<file path="config.mk">
export PLATFORM = sky130hd
export DESIGN_NAME = sih_top
export DESIGN_NICKNAME = d
export VERILOG_FILES = /design/src/hw/sih_pkg.sv /design/src/hw/sih_top.sv
export SDC_FILE = /design/constraint.sdc
export NUM_CORES = 1
export LEC_CHECK = 0
export BUFFER_PORTS_ARGS = -buffer_cell sky130_fd_sc_hd__buf_2
export CAP_MARGIN = 20
export CORE_AREA = 2 2 212 214
export DETAILED_ROUTE_END_ITERATION = 10
export DIE_AREA = 0 0 214 216
export GPL_TIMING_DRIVEN = 0
export HOLD_SLACK_MARGIN = 0.02
export SLEW_MARGIN = 5
export SYNTH_ARGS = -nofsm -noshare
export SYNTH_HDL_FRONTEND = slang
export SYNTH_SLANG_ARGS = --single-unit
</file>
<file path="constraint.sdc">
create_clock -name I_CORE_CLK -period 1.8 [get_ports I_CORE_CLK]
set_clock_uncertainty 0.2 [all_clocks]
set_input_delay 0.54 -clock I_CORE_CLK [delete_from_list [all_inputs] [get_ports I_CORE_CLK]]
set_output_delay 0.54 -clock I_CORE_CLK [all_outputs]
set_load 0.03 [all_outputs]
</file>
<file path="src/hw/sih_pkg.sv">
// shared constants and carrier types for the status interrupt hierarchy
package sih_pkg;
   // ----------------------------------------------------------------------
   // sizes
   // ----------------------------------------------------------------------
   localparam int N_SRC       = 8;   // latched bits per source register
   localparam int N_GLB       = 4;   // global status registers
   localparam int N_XSR       = 9;   // transceiver status registers
   localparam int XSR_W       = 8;   // transceiver status register width
   // ----------------------------------------------------------------------
   // global register window
   // ----------------------------------------------------------------------
   localparam logic [7:0] GLB_BASE = 8'hf0;
   localparam logic [7:0] GLB_LAST = 8'hff;
   // ----------------------------------------------------------------------
   // field positions inside the second transceiver status register
   // ----------------------------------------------------------------------
   localparam int XSR2_IDX       = 1;  // index of the second register
   localparam int XSR2_LOS_BIT   = 0;  // loss of sync, condition
   localparam int XSR2_SYNC_BIT  = 4;  // sync regained, event
   // ----------------------------------------------------------------------
   // reset values
   // ----------------------------------------------------------------------
   localparam logic [N_SRC-1:0] SRC_RST  = 8'h00;
   localparam logic [XSR_W-1:0] XSR_RST  = 8'h00;
   localparam logic [N_GLB-1:0] GEN_RST  = 4'h0;

   // one global group: source set pulses and their per-bit enables
   typedef struct packed {
      logic [N_SRC-1:0] set;     // one-cycle event pulses
      logic [N_SRC-1:0] enable;  // per-bit interrupt enables
   } sih_src_t;

   // one transceiver register write-then-read access
   typedef struct packed {
      logic             wr;      // write strobe, refreshes the bits that data selects
      logic             rd;      // read strobe
      logic [3:0]       sel;     // register index 0..8
      logic [XSR_W-1:0] data;    // bits to refresh
   } sih_xacc_t;
endpackage

</file>
<file path="src/hw/sih_top.sv">
// status and interrupt aggregation with transceiver status registers
// ------------------------------------------------------------------------
// What this block does
// - global status follows enabled latched bits live
// - writing one clears that latched bit
// - enable one lets latched bit propagate
// - enabled latched bits feed global status
// - disabled bits still latch for polling
// - control bit picks driven or released idle
// - reading latched register clears whole register
// - no interrupts while any reset active
// - zero global enables block all mapper interrupts, not transceiver ones
// - all latched read clears status and the mapper part of irq, transceiver irq stays
// - info registers show interrupting transceiver registers
// - transceiver status bits latch on event
// - event bit clears on refresh write, waits recurrence
// - condition bit stays set while alarm present
// - write ones refresh readable bits, zeros hold
// - double bits interrupt on set and clear
// - register two bit0 loss, bit4 regain
// - global register window f0h to ffh, kept as constants only
// - soft reset bit sticks until pin or zero
// ------------------------------------------------------------------------
`timescale 1ns/1ps
module sih_top (
   // clock and reset
   input  wire logic                                   I_CORE_CLK,
   input  wire logic                                   I_ARST_N,
   // soft reset control and transceiver reset pin
   input  wire logic                                   I_SOFT_RST_WR,
   input  wire logic                                   I_SOFT_RST_VAL,
   input  wire logic                                   I_XCVR_RST_PIN,
   // mapper latched sources, one group per global register
   input  wire sih_pkg::sih_src_t  [sih_pkg::N_GLB-1:0] I_SRC,
   input  wire logic  [sih_pkg::N_GLB-1:0]             I_SRC_RD,
   input  wire logic  [sih_pkg::N_GLB-1:0][7:0]        I_SRC_W1C,
   input  wire logic  [sih_pkg::N_GLB-1:0]             I_GLOBAL_IRQ_ENABLE,
   input  wire logic                                   I_IRQ_IDLE_DRIVE_SELECT,
   // transceiver status sources and access
   input  wire logic  [sih_pkg::N_XSR-1:0][7:0]        I_XSR_EVENT,
   input  wire logic  [sih_pkg::N_XSR-1:0][7:0]        I_XSR_COND,
   input  wire logic  [sih_pkg::N_XSR-1:0][7:0]        I_XSR_IS_COND,
   input  wire logic  [sih_pkg::N_XSR-1:0][7:0]        I_XSR_DOUBLE,
   input  wire logic  [sih_pkg::N_XSR-1:0][7:0]        I_XSR_ENABLE,
   input  wire sih_pkg::sih_xacc_t                     I_XACC,
   input  wire logic                                   I_RX_SYNC_LOSS_FLAG,
   // status outputs
   output logic [sih_pkg::N_GLB-1:0][7:0]              O_SRC_LATCHED,
   output logic [sih_pkg::N_GLB-1:0]                   O_GLOBAL_IRQ_STATUS,
   output logic [7:0]                                  O_XSR_READ,
   output logic [7:0]                                  O_XCVR_IRQ_INFO_ONE,
   output logic [7:0]                                  O_XCVR_IRQ_INFO_TWO,
   output logic                                        O_SOFT_RST,
   // interrupt pin, open drain or push pull
   output logic                                        O_IRQ_N_OUT,
   output logic                                        O_IRQ_N_OE
);
   localparam int NG = sih_pkg::N_GLB;
   localparam int NX = sih_pkg::N_XSR;

   // ----------------------------------------------------------------------
   // synchronisers for pin inputs
   // ----------------------------------------------------------------------
   logic xpin_s1, xpin_s2, los_s1, los_s2, los_d;

   // transceiver reset pin and loss of sync pass two flops
   always_ff @(posedge I_CORE_CLK or negedge I_ARST_N) begin
      if (!I_ARST_N) begin
         xpin_s1 <= 1'b0;
         xpin_s2 <= 1'b0;
         los_s1  <= 1'b0;
         los_s2  <= 1'b0;
         los_d   <= 1'b0;
      end else begin
         xpin_s1 <= I_XCVR_RST_PIN;
         xpin_s2 <= xpin_s1;
         los_s1  <= I_RX_SYNC_LOSS_FLAG;
         los_s2  <= los_s1;
         los_d   <= los_s2;
      end
   end

   // ----------------------------------------------------------------------
   // soft reset bit
   // ----------------------------------------------------------------------
   logic soft_rst, next_soft_rst, any_rst;

   always_comb begin
      next_soft_rst = soft_rst;
      if (I_SOFT_RST_WR) begin
         next_soft_rst = I_SOFT_RST_VAL;
      end
   end

   always_ff @(posedge I_CORE_CLK or negedge I_ARST_N) begin
      if (!I_ARST_N) begin
         soft_rst <= 1'b0;   // pin reset forces zero
      end else begin
         soft_rst <= next_soft_rst;
      end
   end

   assign any_rst    = soft_rst | xpin_s2;
   assign O_SOFT_RST = soft_rst;

   // ----------------------------------------------------------------------
   // mapper latched status and global aggregation
   // ----------------------------------------------------------------------
   logic [NG-1:0][7:0] lat, next_lat;
   logic [NG-1:0]      gstat;

   // global window kept as package constants, no decode without a bus

   always_comb begin
      for (int g = 0; g < NG; g++) begin
         next_lat[g] = lat[g];
         if (I_SRC_RD[g]) begin
            next_lat[g] = 8'h00;
         end
         next_lat[g] = next_lat[g] & ~I_SRC_W1C[g];
         // set wins over read and write-one clears
         next_lat[g] = next_lat[g] | I_SRC[g].set;
      end
   end

   always_ff @(posedge I_CORE_CLK or negedge I_ARST_N) begin
      if (!I_ARST_N) begin
         lat <= '0;
      end else if (soft_rst) begin
         lat <= '0;
      end else begin
         lat <= next_lat;
      end
   end

   always_comb begin
      for (int g = 0; g < NG; g++) begin
         gstat[g] = |(lat[g] & I_SRC[g].enable);
      end
   end

   assign O_SRC_LATCHED       = lat;
   assign O_GLOBAL_IRQ_STATUS = gstat;

   // ----------------------------------------------------------------------
   // transceiver status registers
   // ----------------------------------------------------------------------
   logic [NX-1:0][7:0] xsr, next_xsr, xrd, next_xrd, xcond, xcond_d;
   logic [NX-1:0][7:0] xevt;
   logic [NX-1:0]      xirq;
   logic [7:0]         xread, next_xread;

   // condition levels, register two bit0 from the loss of sync pin
   always_comb begin
      xcond = I_XSR_COND;
      xevt  = I_XSR_EVENT;
      xcond[sih_pkg::XSR2_IDX][sih_pkg::XSR2_LOS_BIT]  = los_s2;
      xevt[sih_pkg::XSR2_IDX][sih_pkg::XSR2_SYNC_BIT]  = los_d & ~los_s2;
   end

   always_comb begin
      for (int r = 0; r < NX; r++) begin
         next_xsr[r] = xsr[r];
         next_xrd[r] = xrd[r];
         if (I_XACC.wr && I_XACC.sel == 4'(r)) begin
            next_xrd[r] = (xrd[r] & ~I_XACC.data) | (xsr[r] & I_XACC.data);
            next_xsr[r] = (xsr[r] & ~I_XACC.data) | (xcond[r] & I_XACC.data);
         end
         next_xsr[r] = next_xsr[r] | xevt[r] | xcond[r];
         // double bits latch on falling edge too
         next_xsr[r] = next_xsr[r] | (I_XSR_DOUBLE[r] & xcond_d[r] & ~xcond[r]);
      end
      next_xread = xread;
      if (I_XACC.rd && I_XACC.sel < 4'(NX)) begin
         next_xread = xrd[I_XACC.sel];
      end
   end

   always_ff @(posedge I_CORE_CLK or negedge I_ARST_N) begin
      if (!I_ARST_N) begin
         xsr     <= '0;
         xrd     <= '0;
         xcond_d <= '0;
         xread   <= sih_pkg::XSR_RST;
      end else if (xpin_s2) begin
         xsr     <= '0;
         xrd     <= '0;
         xcond_d <= '0;
         xread   <= sih_pkg::XSR_RST;
      end else begin
         xsr     <= next_xsr;
         xrd     <= next_xrd;
         xcond_d <= xcond;
         xread   <= next_xread;
      end
   end

   always_comb begin
      for (int r = 0; r < NX; r++) begin
         xirq[r] = |(xsr[r] & I_XSR_ENABLE[r]);
      end
   end

   assign O_XCVR_IRQ_INFO_ONE = xirq[7:0];
   assign O_XCVR_IRQ_INFO_TWO = {7'h00, xirq[8]};
   assign O_XSR_READ          = xread;

   // ----------------------------------------------------------------------
   // interrupt pin
   // ----------------------------------------------------------------------
   logic irq, next_irq;

   always_comb begin
      next_irq = (|(gstat & I_GLOBAL_IRQ_ENABLE) | (|xirq)) & ~any_rst;
   end

   always_ff @(posedge I_CORE_CLK or negedge I_ARST_N) begin
      if (!I_ARST_N) begin
         irq <= 1'b0;
      end else begin
         irq <= next_irq;
      end
   end

   assign O_IRQ_N_OUT = ~irq;
   assign O_IRQ_N_OE  = irq | I_IRQ_IDLE_DRIVE_SELECT;
endmodule

</file>
==> impl_metrics.tcl, run 1 <==
set metrics [dict create \
    status "finished, violations left" \
    violations "setup timing" \
    synth_top_area_share_pct 56.9 \
    yosys_warnings 0 \
    synthTopCellsByArea "dfrtp_1, nand2_1, a21oi_1, a211oi_1, nor2b_1" \
    maxSlewHeadroom_pct 36.8 \
    startpoint "O_SRC_LATCHED[29]$_DFF_PN0_" \
    worst_r2r_path_depth 8 \
    nets 2257 \
    start_kind "flop" \
    area_delta_synth_final_pct 53.3 \
    synth_cell_types 41 \
    initial_core_util_pct 26.4 \
    slowest_stage "dfrtp_1" \
    rows 77 \
    grt_usage_pct 22.0 \
    crit_chain "a22oi_2, nand4_1, buf_6" \
    clk_latency_ps 540 \
    critPathMaxFanout 2 \
    arrival_ps 1580 \
    place_area_sq_um 14900 \
    r2r-start "xsr[22]$_DFF_PN0_" \
    die_w_um 214 \
    cts.sinks 263 \
    p_leak_uw 0.00825 \
    rsz0062_at_grt "yes" \
    drive_gt1_share_pct 41.1 \
    drc 0 \
    required_ps 1060 \
    cts_tree "yes" \
    cp.buffers_inverters 1 \
    crit_cells 3 \
    yosysSeqAreaShare_pct 56.9 \
    avgSynthCellArea_sq_um 10.1 \
    setup_violations 56 \
    cp-endpoint "O_GLOBAL_IRQ_STATUS[3]" \
    grt_pass1_wl_um 75700 \
    finalPower_uw 15500 \
    hp-class "input port to flop" \
    finalCritPeriodShare_pct 129 \
    report.final.slew_viol_count 0 \
    totalWireLength_um 51700 \
    ant_nets 0 \
    tns_ps -8660 \
    hold_start "I_SRC[43]" \
    critPathMaxStageDelay_ps 400 \
    via_per_inst 4.83 \
    worstMarginPinSlew_ps 948 \
    via_count 11600 \
    port_buffers 453 \
    synthCells 1141 \
    root_buffer "clkbuf_16" \
    critPathKind "flop to primary output" \
    coreArea_sq_um 43800 \
    yosys.area.top_type "dfrtp_1" \
    post-route-min-period_ps 2320 \
    synth_area_sq_um 11600 \
    ys.flop_type "dfrtp_1" \
    drt-initial-drc-count 722 \
    ir_drop_v 0.000502 \
    ys_ff_latch 263 \
    dieArea_sq_um 46200 \
    synth_most_common_cell "dfrtp_1" \
    synth_commonest_cells "dfrtp_1, nand2_1, a21oi_1" \
    cts_made_buffers 34 \
    fmax_ghz 0.432 \
    chipHeight_um 216 \
    r2r_end "irq$_DFF_PN0_" \
    grt_max_degree 111 \
    cts_buffer_depth 3 \
    fin_util_pct 40.4 \
    reg2reg_setup_slack_ps -500 \
    final_hold_viol_count 0 \
    cts_max_level 2 \
    fin_ws_ps -517 \
    gp_congestion 0.942 \
    first_pass_iters 6 \
    grt_pass1_vias 12100 \
    io_pins 548 \
    design_area_sq_um 17700 \
    wl_per_cell_um 21.6 \
    clk_pin_slew_ps 60 \
    place_hpwl_um 39500 \
    cap_violations 0 \
    crit_path_end_kind "primary output" \
    grt_remaining_overflow 0 \
    async_flop_share_pct 100 \
    crit_family "flip-flops" \
    antenna_found_initial 10 \
    power_density_nw_per_um2 875 \
    synth-edff-count 0 \
]
## worst min path at each step
stage / to / cells after the start
global route: xcond_d[65]$_DFF_PN0_ / 2
global placement: xpin_s2$_DFF_PN0_ / 0
detailed placement: los_s2$_DFF_PN0_ / 0
CTS: xcond_d[14]$_DFF_PN0_ / 2
finish: O_SRC_LATCHED[19]$_DFF_PN0_ / 3
floorplan: O_SOFT_RST$_DFFE_PN0P_ / 0
## power by group
part	switching, uW	internal (uW)	total [uW]
registers	221	6200	6420
logic	1370	1200	2570
clock network	2660	3870	6530
## layer usage
metal  GRT usage, %  vias up  share of wire, %
met2           37.9      509                49
met3           5.21       81               7.5
met5              0        -             0.025
li1               -     5330                 -
met4           8.62        2               3.7
met1           26.6     5641                40
## state kept, by name (all words and copies together) (netlist names), 8 cells and up
signal / cells
xrd: 72
xcond_d: 72
O_SRC_LATCHED: 32
xsr: 72
O_XSR_READ: 8
## cells in the final DEF (no fill, tap or decap), types with 43 or more instances in the layout
cell and instances:
buf_4 86, a211oi_1 71, nand2_1 196, nor2b_1 72
buf_2 398, nand3_1 56, buf_6 79, nor2_1 89
a22oi_2 43, dfrtp_1 260, a21oi_1 128
## stage by stage
step / setup slack [ps] / hold slack [ps] / std cells
after global placement: -5010 / 132 / 2192
after floorplan: -514 / 44.4 / 1147
after detailed placement: -1240 / 135 / 2194
after CTS: -582 / 20.4 / 2361
after global routing: -592 / 39.4 / 2392
final: -517 / 51.0 / 2395
## area by class of cell
cell class	instances	area, sq um
buffer	72	443
antenna	10	25.0
multi-input combinational	808	4960
clock buffer	47	961
sequential	263	6590
tap	592	741
clock inverter	10	87.6
inverter	3	11.3
fill	4335	26100
timing repair buffer	590	3910
## timing repair
item                                   4_1_cts  5_1_grt
resized for setup                          160       48
setup endpoints to repair                  281      184
gates cloned                                 0        2
endpoints found under the hold margin       88        0
pin swaps                                   30       21
setup buffers                               73       24
hold buffers                                38        0
## cell families after synthesis
logic type | Yosys count | share of synthesized area (%)
AO/OA/AOI/OAI | 280 | 15.5
buffers and inverters | 76 | 2.92
flip-flops | 263 | 56.9
multiplexers | 33 | 4.60
other | 1 | 0.0324
AND/OR/NAND/NOR | 488 | 20.0
## worst register-to-register path, delay by kind of cell (launching register included)
family	cells	cell delay (ps)
simple gates	1	200
compound gates	3	740
flops	1	410
buf+inv	4	580
Note: power is estimated with default switching activity, not from simulation.
==> run 2, diff against run 1 <==
BUFFER_PORTS_ARGS = default   (was -buffer_cell sky130_fd_sc_hd__buf_2)
DONT_BUFFER_PORTS = 1   (was default)
SLEW_MARGIN = 40   (was 5)
==> impl_metrics.tcl, run 2 (synthesized netlist as in run 1, its figures left out) <==
set metrics [dict create \
    totalWireLength_um 52000 \
    power_density_nw_per_um2 906 \
    crit_chain "a22oi_1, nand4_1, or4_4, a2111oi_4, a311oi_2" \
    status "finished, violations left" \
    first_pass_iters 5 \
    grt_max_degree 264 \
    instances_no_fill 2077 \
    finalCritPeriodShare_pct 153 \
    worstMarginPinSlew_ps 806 \
    crit_cells 5 \
    via_count 10700 \
    antenna_found_initial 2 \
    rsz0062_at_grt "yes" \
    holdWs_ps -507 \
    grt_usage_pct 22.0 \
    cp.buffers_inverters 0 \
    required_ps 1980 \
    start_kind "flop" \
    final_hold_viol_count 263 \
    maxSlewHeadroom_pct 46.3 \
    fin_ws_ps -953 \
    violations "hold timing, setup timing" \
    die_w_um 214 \
    cts_max_level 2 \
    clk_pin_slew_ps 60 \
    nets 1950 \
    ir_drop_v 0.000512 \
    drive_gt1_share_pct 20.4 \
    cts_buffer_depth 3 \
    hp-class "input port to async pin" \
    io_pins 548 \
    port_buffers 0 \
    dieArea_sq_um 46200 \
    chipHeight_um 216 \
    coreArea_sq_um 43800 \
    slowest_stage "or4_4" \
    critPathMaxFanout 2 \
    post-route-min-period_ps 2750 \
    critPathMaxStageDelay_ps 710 \
    wl_met1_um 19100 \
    cts_made_buffers 34 \
    initial_core_util_pct 26.4 \
    drt-initial-drc-count 712 \
    final_cell_mix "dlygate4sd3_1, dfrtp_1, nand2_1, a21oi_1, nor2_1" \
    clk_latency_ps 550 \
    drc 0 \
    ant_nets 0 \
    wl_met2_um 26000 \
    critPathKind "flop to flop" \
    dr_wl_met3_um 4790 \
    cap_violations 0 \
    maxUsedRoutingLayer "met5" \
    root_buffer "clkbuf_16" \
    crit_family "simple AND/OR/NAND/NOR gates" \
    dp.cells 1740 \
    fmax_ghz 0.363 \
    cts_tree "yes" \
    report.final.slew_viol_count 0 \
    area_delta_synth_final_pct 44.3 \
    gp_congestion 0.932 \
    grt_pass1_vias 11200 \
    cts_hold_buf 230 \
    wl_per_cell_um 25.0 \
    p_leak_uw 0.00690 \
    largestRegisters "xcond_d (72), xrd (72), xsr (72)" \
    rows 77 \
    setup_violations 23 \
    crit_path_end_kind "flop" \
    place_hpwl_um 37100 \
    arrival_ps 2930 \
    cts.sinks 263 \
    final_common_cell "dlygate4sd3_1" \
    grt_pass1_wl_um 74500 \
    worst_r2r_path_depth 5 \
    grt_remaining_overflow 0 \
    via_per_inst 5.14 \
]
==> run 2: worst paths after layout <==
path                                              end               from  slack, ps
min in group I_CORE_CLK             xsr[28]$_DFF_PN0_   I_XSR_DOUBLE[28]         30
worst max register to register          irq$_DFF_PN0_  xsr[54]$_DFF_PN0_       -950
worst min-delay path            xcond_d[68]$_DFF_PN0_           I_ARST_N       -510
max in group asynchronous           xsr[63]$_DFF_PN0_           I_ARST_N       1470
worst min register to register      xpin_s2$_DFF_PN0_  xpin_s1$_DFF_PN0_        150
worst max-delay path                    irq$_DFF_PN0_  xsr[54]$_DFF_PN0_       -950
==> run 2: final cells by class <==
type	instances	area [sq um]
antenna	1	2.50
buffer	72	448
clock buffer	47	1010
clock inverter	8	77.6
fill	4196	27100
inverter	3	18.8
multi-input combinational	808	5060
sequential	263	6630
tap	592	741
timing repair buffer	283	2700
==> run 2: power by group <==
| part | leakage, uW | switching [uW] | internal (uW) |
|---|---|---|---|
| clock network | 0.000534 | 2680 | 4040 |
| registers | 0.00334 | 424 | 6220 |
| logic | 0.00302 | 910 | 850 |
==> run 2: stage by stage <==
step | utilization (%) | area, sq um | setup slack [ps] | total power [uW] | setup TNS (ps)
floorplan | - | 11800 | -514 | 7370 | -4050
global route | 38.1 | 16700 | -1120 | 15600 | -10670
finish | 38.1 | 16700 | -953 | 15100 | -9230
global placement | 28.6 | 12500 | -1520 | 7820 | -178290
detailed placement | 28.6 | 12500 | -1550 | 7850 | -80720
CTS | 37.5 | 16400 | -1130 | 15200 | -10820
==> run 2: metal layers <==
layer / global-route usage, % / vias to the layer above
li1: - / 4702
met1: 25.0 / 5282
met2: 38.2 / 584
met3: 6.57 / 109
met4: 9.91 / 2
met5: 0 / -
==> run 2: repair_timing <==
action | in CTS | in global routing
pin swaps | 26 | 21
resized for setup | 87 | 47
buffers inserted | 40 | 13
endpoints found under the setup margin | 217 | 78
endpoints found under the hold margin | 435 | 263
==> run 3, diff against run 2 <==
CTS_BUF_LIST = sky130_fd_sc_hd__clkbuf_16   (was default)
clock period = 3.2 ns   (was 1.8 ns; I/O delays follow)
==> impl_metrics.tcl, run 3 (synthesized netlist as in run 1, its figures left out) <==
set metrics [dict create \
    first_pass_iters 5 \
    grt_pass1_vias 9623 \
    arrival_ps 1980 \
    critPathKind "flop to primary output" \
    fin_util_pct 30.8 \
    grt_max_degree 264 \
    nets 1669 \
    post-route-min-period_ps 3140 \
    cts_buffer_depth 3 \
    finalCritPeriodShare_pct 98.2 \
    via_count 9379 \
    area_delta_synth_final_pct 16.8 \
    maxUsedRoutingLayer "met5" \
    clk_latency_ps 550 \
    power_density_nw_per_um2 613 \
    gp_congestion 1.01 \
    fill_cells 4552 \
    coreArea_sq_um 43800 \
    totalWireLength_um 51100 \
    crit_family "flip-flops" \
    initial_core_util_pct 26.4 \
    place_area_sq_um 12300 \
    crit_chain "a22oi_1, nand4_1" \
    setup_violations 0 \
    cts_tree "yes" \
    wl_per_cell_um 28.2 \
    clk_pin_slew_ps 60 \
    final_cell_mix "dfrtp_1, nand2_1, a21oi_1, nor2_1, nor2b_1" \
    critPathMaxFanout 3 \
    cp.buffers_inverters 0 \
    hp-class "input port to async pin" \
    largestRegisters "xcond_d (72), xrd (72), xsr (72)" \
    ir_drop_v 0.000331 \
    io_pins 548 \
    finalPower_uw 8280 \
    antenna_found_initial 13 \
    cts_made_buffers 35 \
    multi_input_area_sq_um 4680 \
    grt_usage_pct 21.9 \
    holdWs_ps -93.0 \
    start_kind "flop" \
    drc 0 \
    drt-initial-drc-count 720 \
    cts.sinks 263 \
    worstMarginPinSlew_ps 839 \
    crit_path_end_kind "primary output" \
    wl_met2_um 25200 \
    final-seq-area_sq_um 6580 \
    port_buffers 0 \
    dr_wl_met3_um 5060 \
    critPathMaxStageDelay_ps 570 \
    ant_nets 0 \
    slowest_stage "dfrtp_1" \
    chipHeight_um 216 \
    status "finished, violations left" \
    rows 77 \
    final_common_cell "dfrtp_1" \
    fmax_ghz 0.318 \
    via_per_inst 5.18 \
    p_leak_uw 0.00557 \
    maxSlewHeadroom_pct 44.1 \
    cap_violations 0 \
    report.final.slew_viol_count 0 \
    drive_gt1_share_pct 8.61 \
    instances_no_fill 1809 \
    grt_pass1_wl_um 71500 \
    root_buffer "clkbuf_16" \
    cts_max_level 2 \
    dp.cells 1739 \
    grt_remaining_overflow 0 \
    final_hold_viol_count 234 \
    place_hpwl_um 40400 \
    rsz0062_at_grt "no" \
    wl_met1_um 19000 \
    required_ps 2040 \
    design_area_sq_um 13500 \
    die_w_um 214 \
    violations "hold timing" \
    dieArea_sq_um 46200 \
]
[run 3: changes by cell type in the layout (fill, tap and decap cells not counted), moves of 22 or more]
| cell | previous run | this run |
|---|---|---|
| a22oi_2 | 45 | 4 |
| dfrtp_1 | 221 | 262 |
| dfrtp_2 | 42 | 1 |
| clkbuf_1 | 23 | 50 |
| dlygate4sd3_1 | 229 | 0 |
| buf_4 | 65 | 11 |
| a22oi_1 | 15 | 56 |
| clkbuf_2 | 24 | 2 |
[run 3: per-stage QoR]
stage / setup TNS (ps) / setup WS [ps]
2_1_floorplan: 0 / 321
3_3_place_gp: -337 / -337
3_5_place_dp: -354 / -354
4_1_cts: 0 / 6.67
5_1_grt: 0 / 39.4
6_report: 0 / 58.9
[run 3: path summary, 6_finish.rpt]
kind	cells after the start	end	slack, ps	from
hold / removal	0	O_SRC_LATCHED[7]$_DFF_PN0_	-90	I_ARST_N
hold reg to reg	0	xpin_s2$_DFF_PN0_	140	xpin_s1$_DFF_PN0_
min in group I_CORE_CLK	0	xpin_s2$_DFF_PN0_	140	xpin_s1$_DFF_PN0_
setup / recovery	2	O_GLOBAL_IRQ_STATUS[3]	60	O_SRC_LATCHED[25]$_DFF_PN0_
setup reg to reg	5	irq$_DFF_PN0_	250	xsr[48]$_DFF_PN0_
max in group asynchronous	0	xcond_d[19]$_DFF_PN0_	2510	I_ARST_N
[run 3: cell type report]
cell class              instances  share of cell area, %
multi-input cells             808                   34.7
flip-flops and latches        263                   48.7
plain buffers                  73                   2.43
clock inverters                25                   1.74
inverters                       3                 0.0834
diodes                          9                  0.167
clock buffers                  36                   6.67
well taps                     592                   5.48
[run 3: report_power, final]
part | switching, uW | internal [uW]
clock network | 1570 | 2370
registers | 255 | 3490
logic | 409 | 195
[run 3: layer usage]
metal	GRT usage (%)	vias up
li1	-	4134
met1	25.0	4616
met2	37.5	530
met3	7.54	89
met4	8.41	10
met5	0	-
[run 3: timing repair]
| item | CTS | global route |
|---|---|---|
| resized for setup | 1 | 0 |
| setup endpoints to repair | 1 | 0 |
| buffers inserted | 0 | 0 |
| hold endpoints to repair | 263 | 263 |
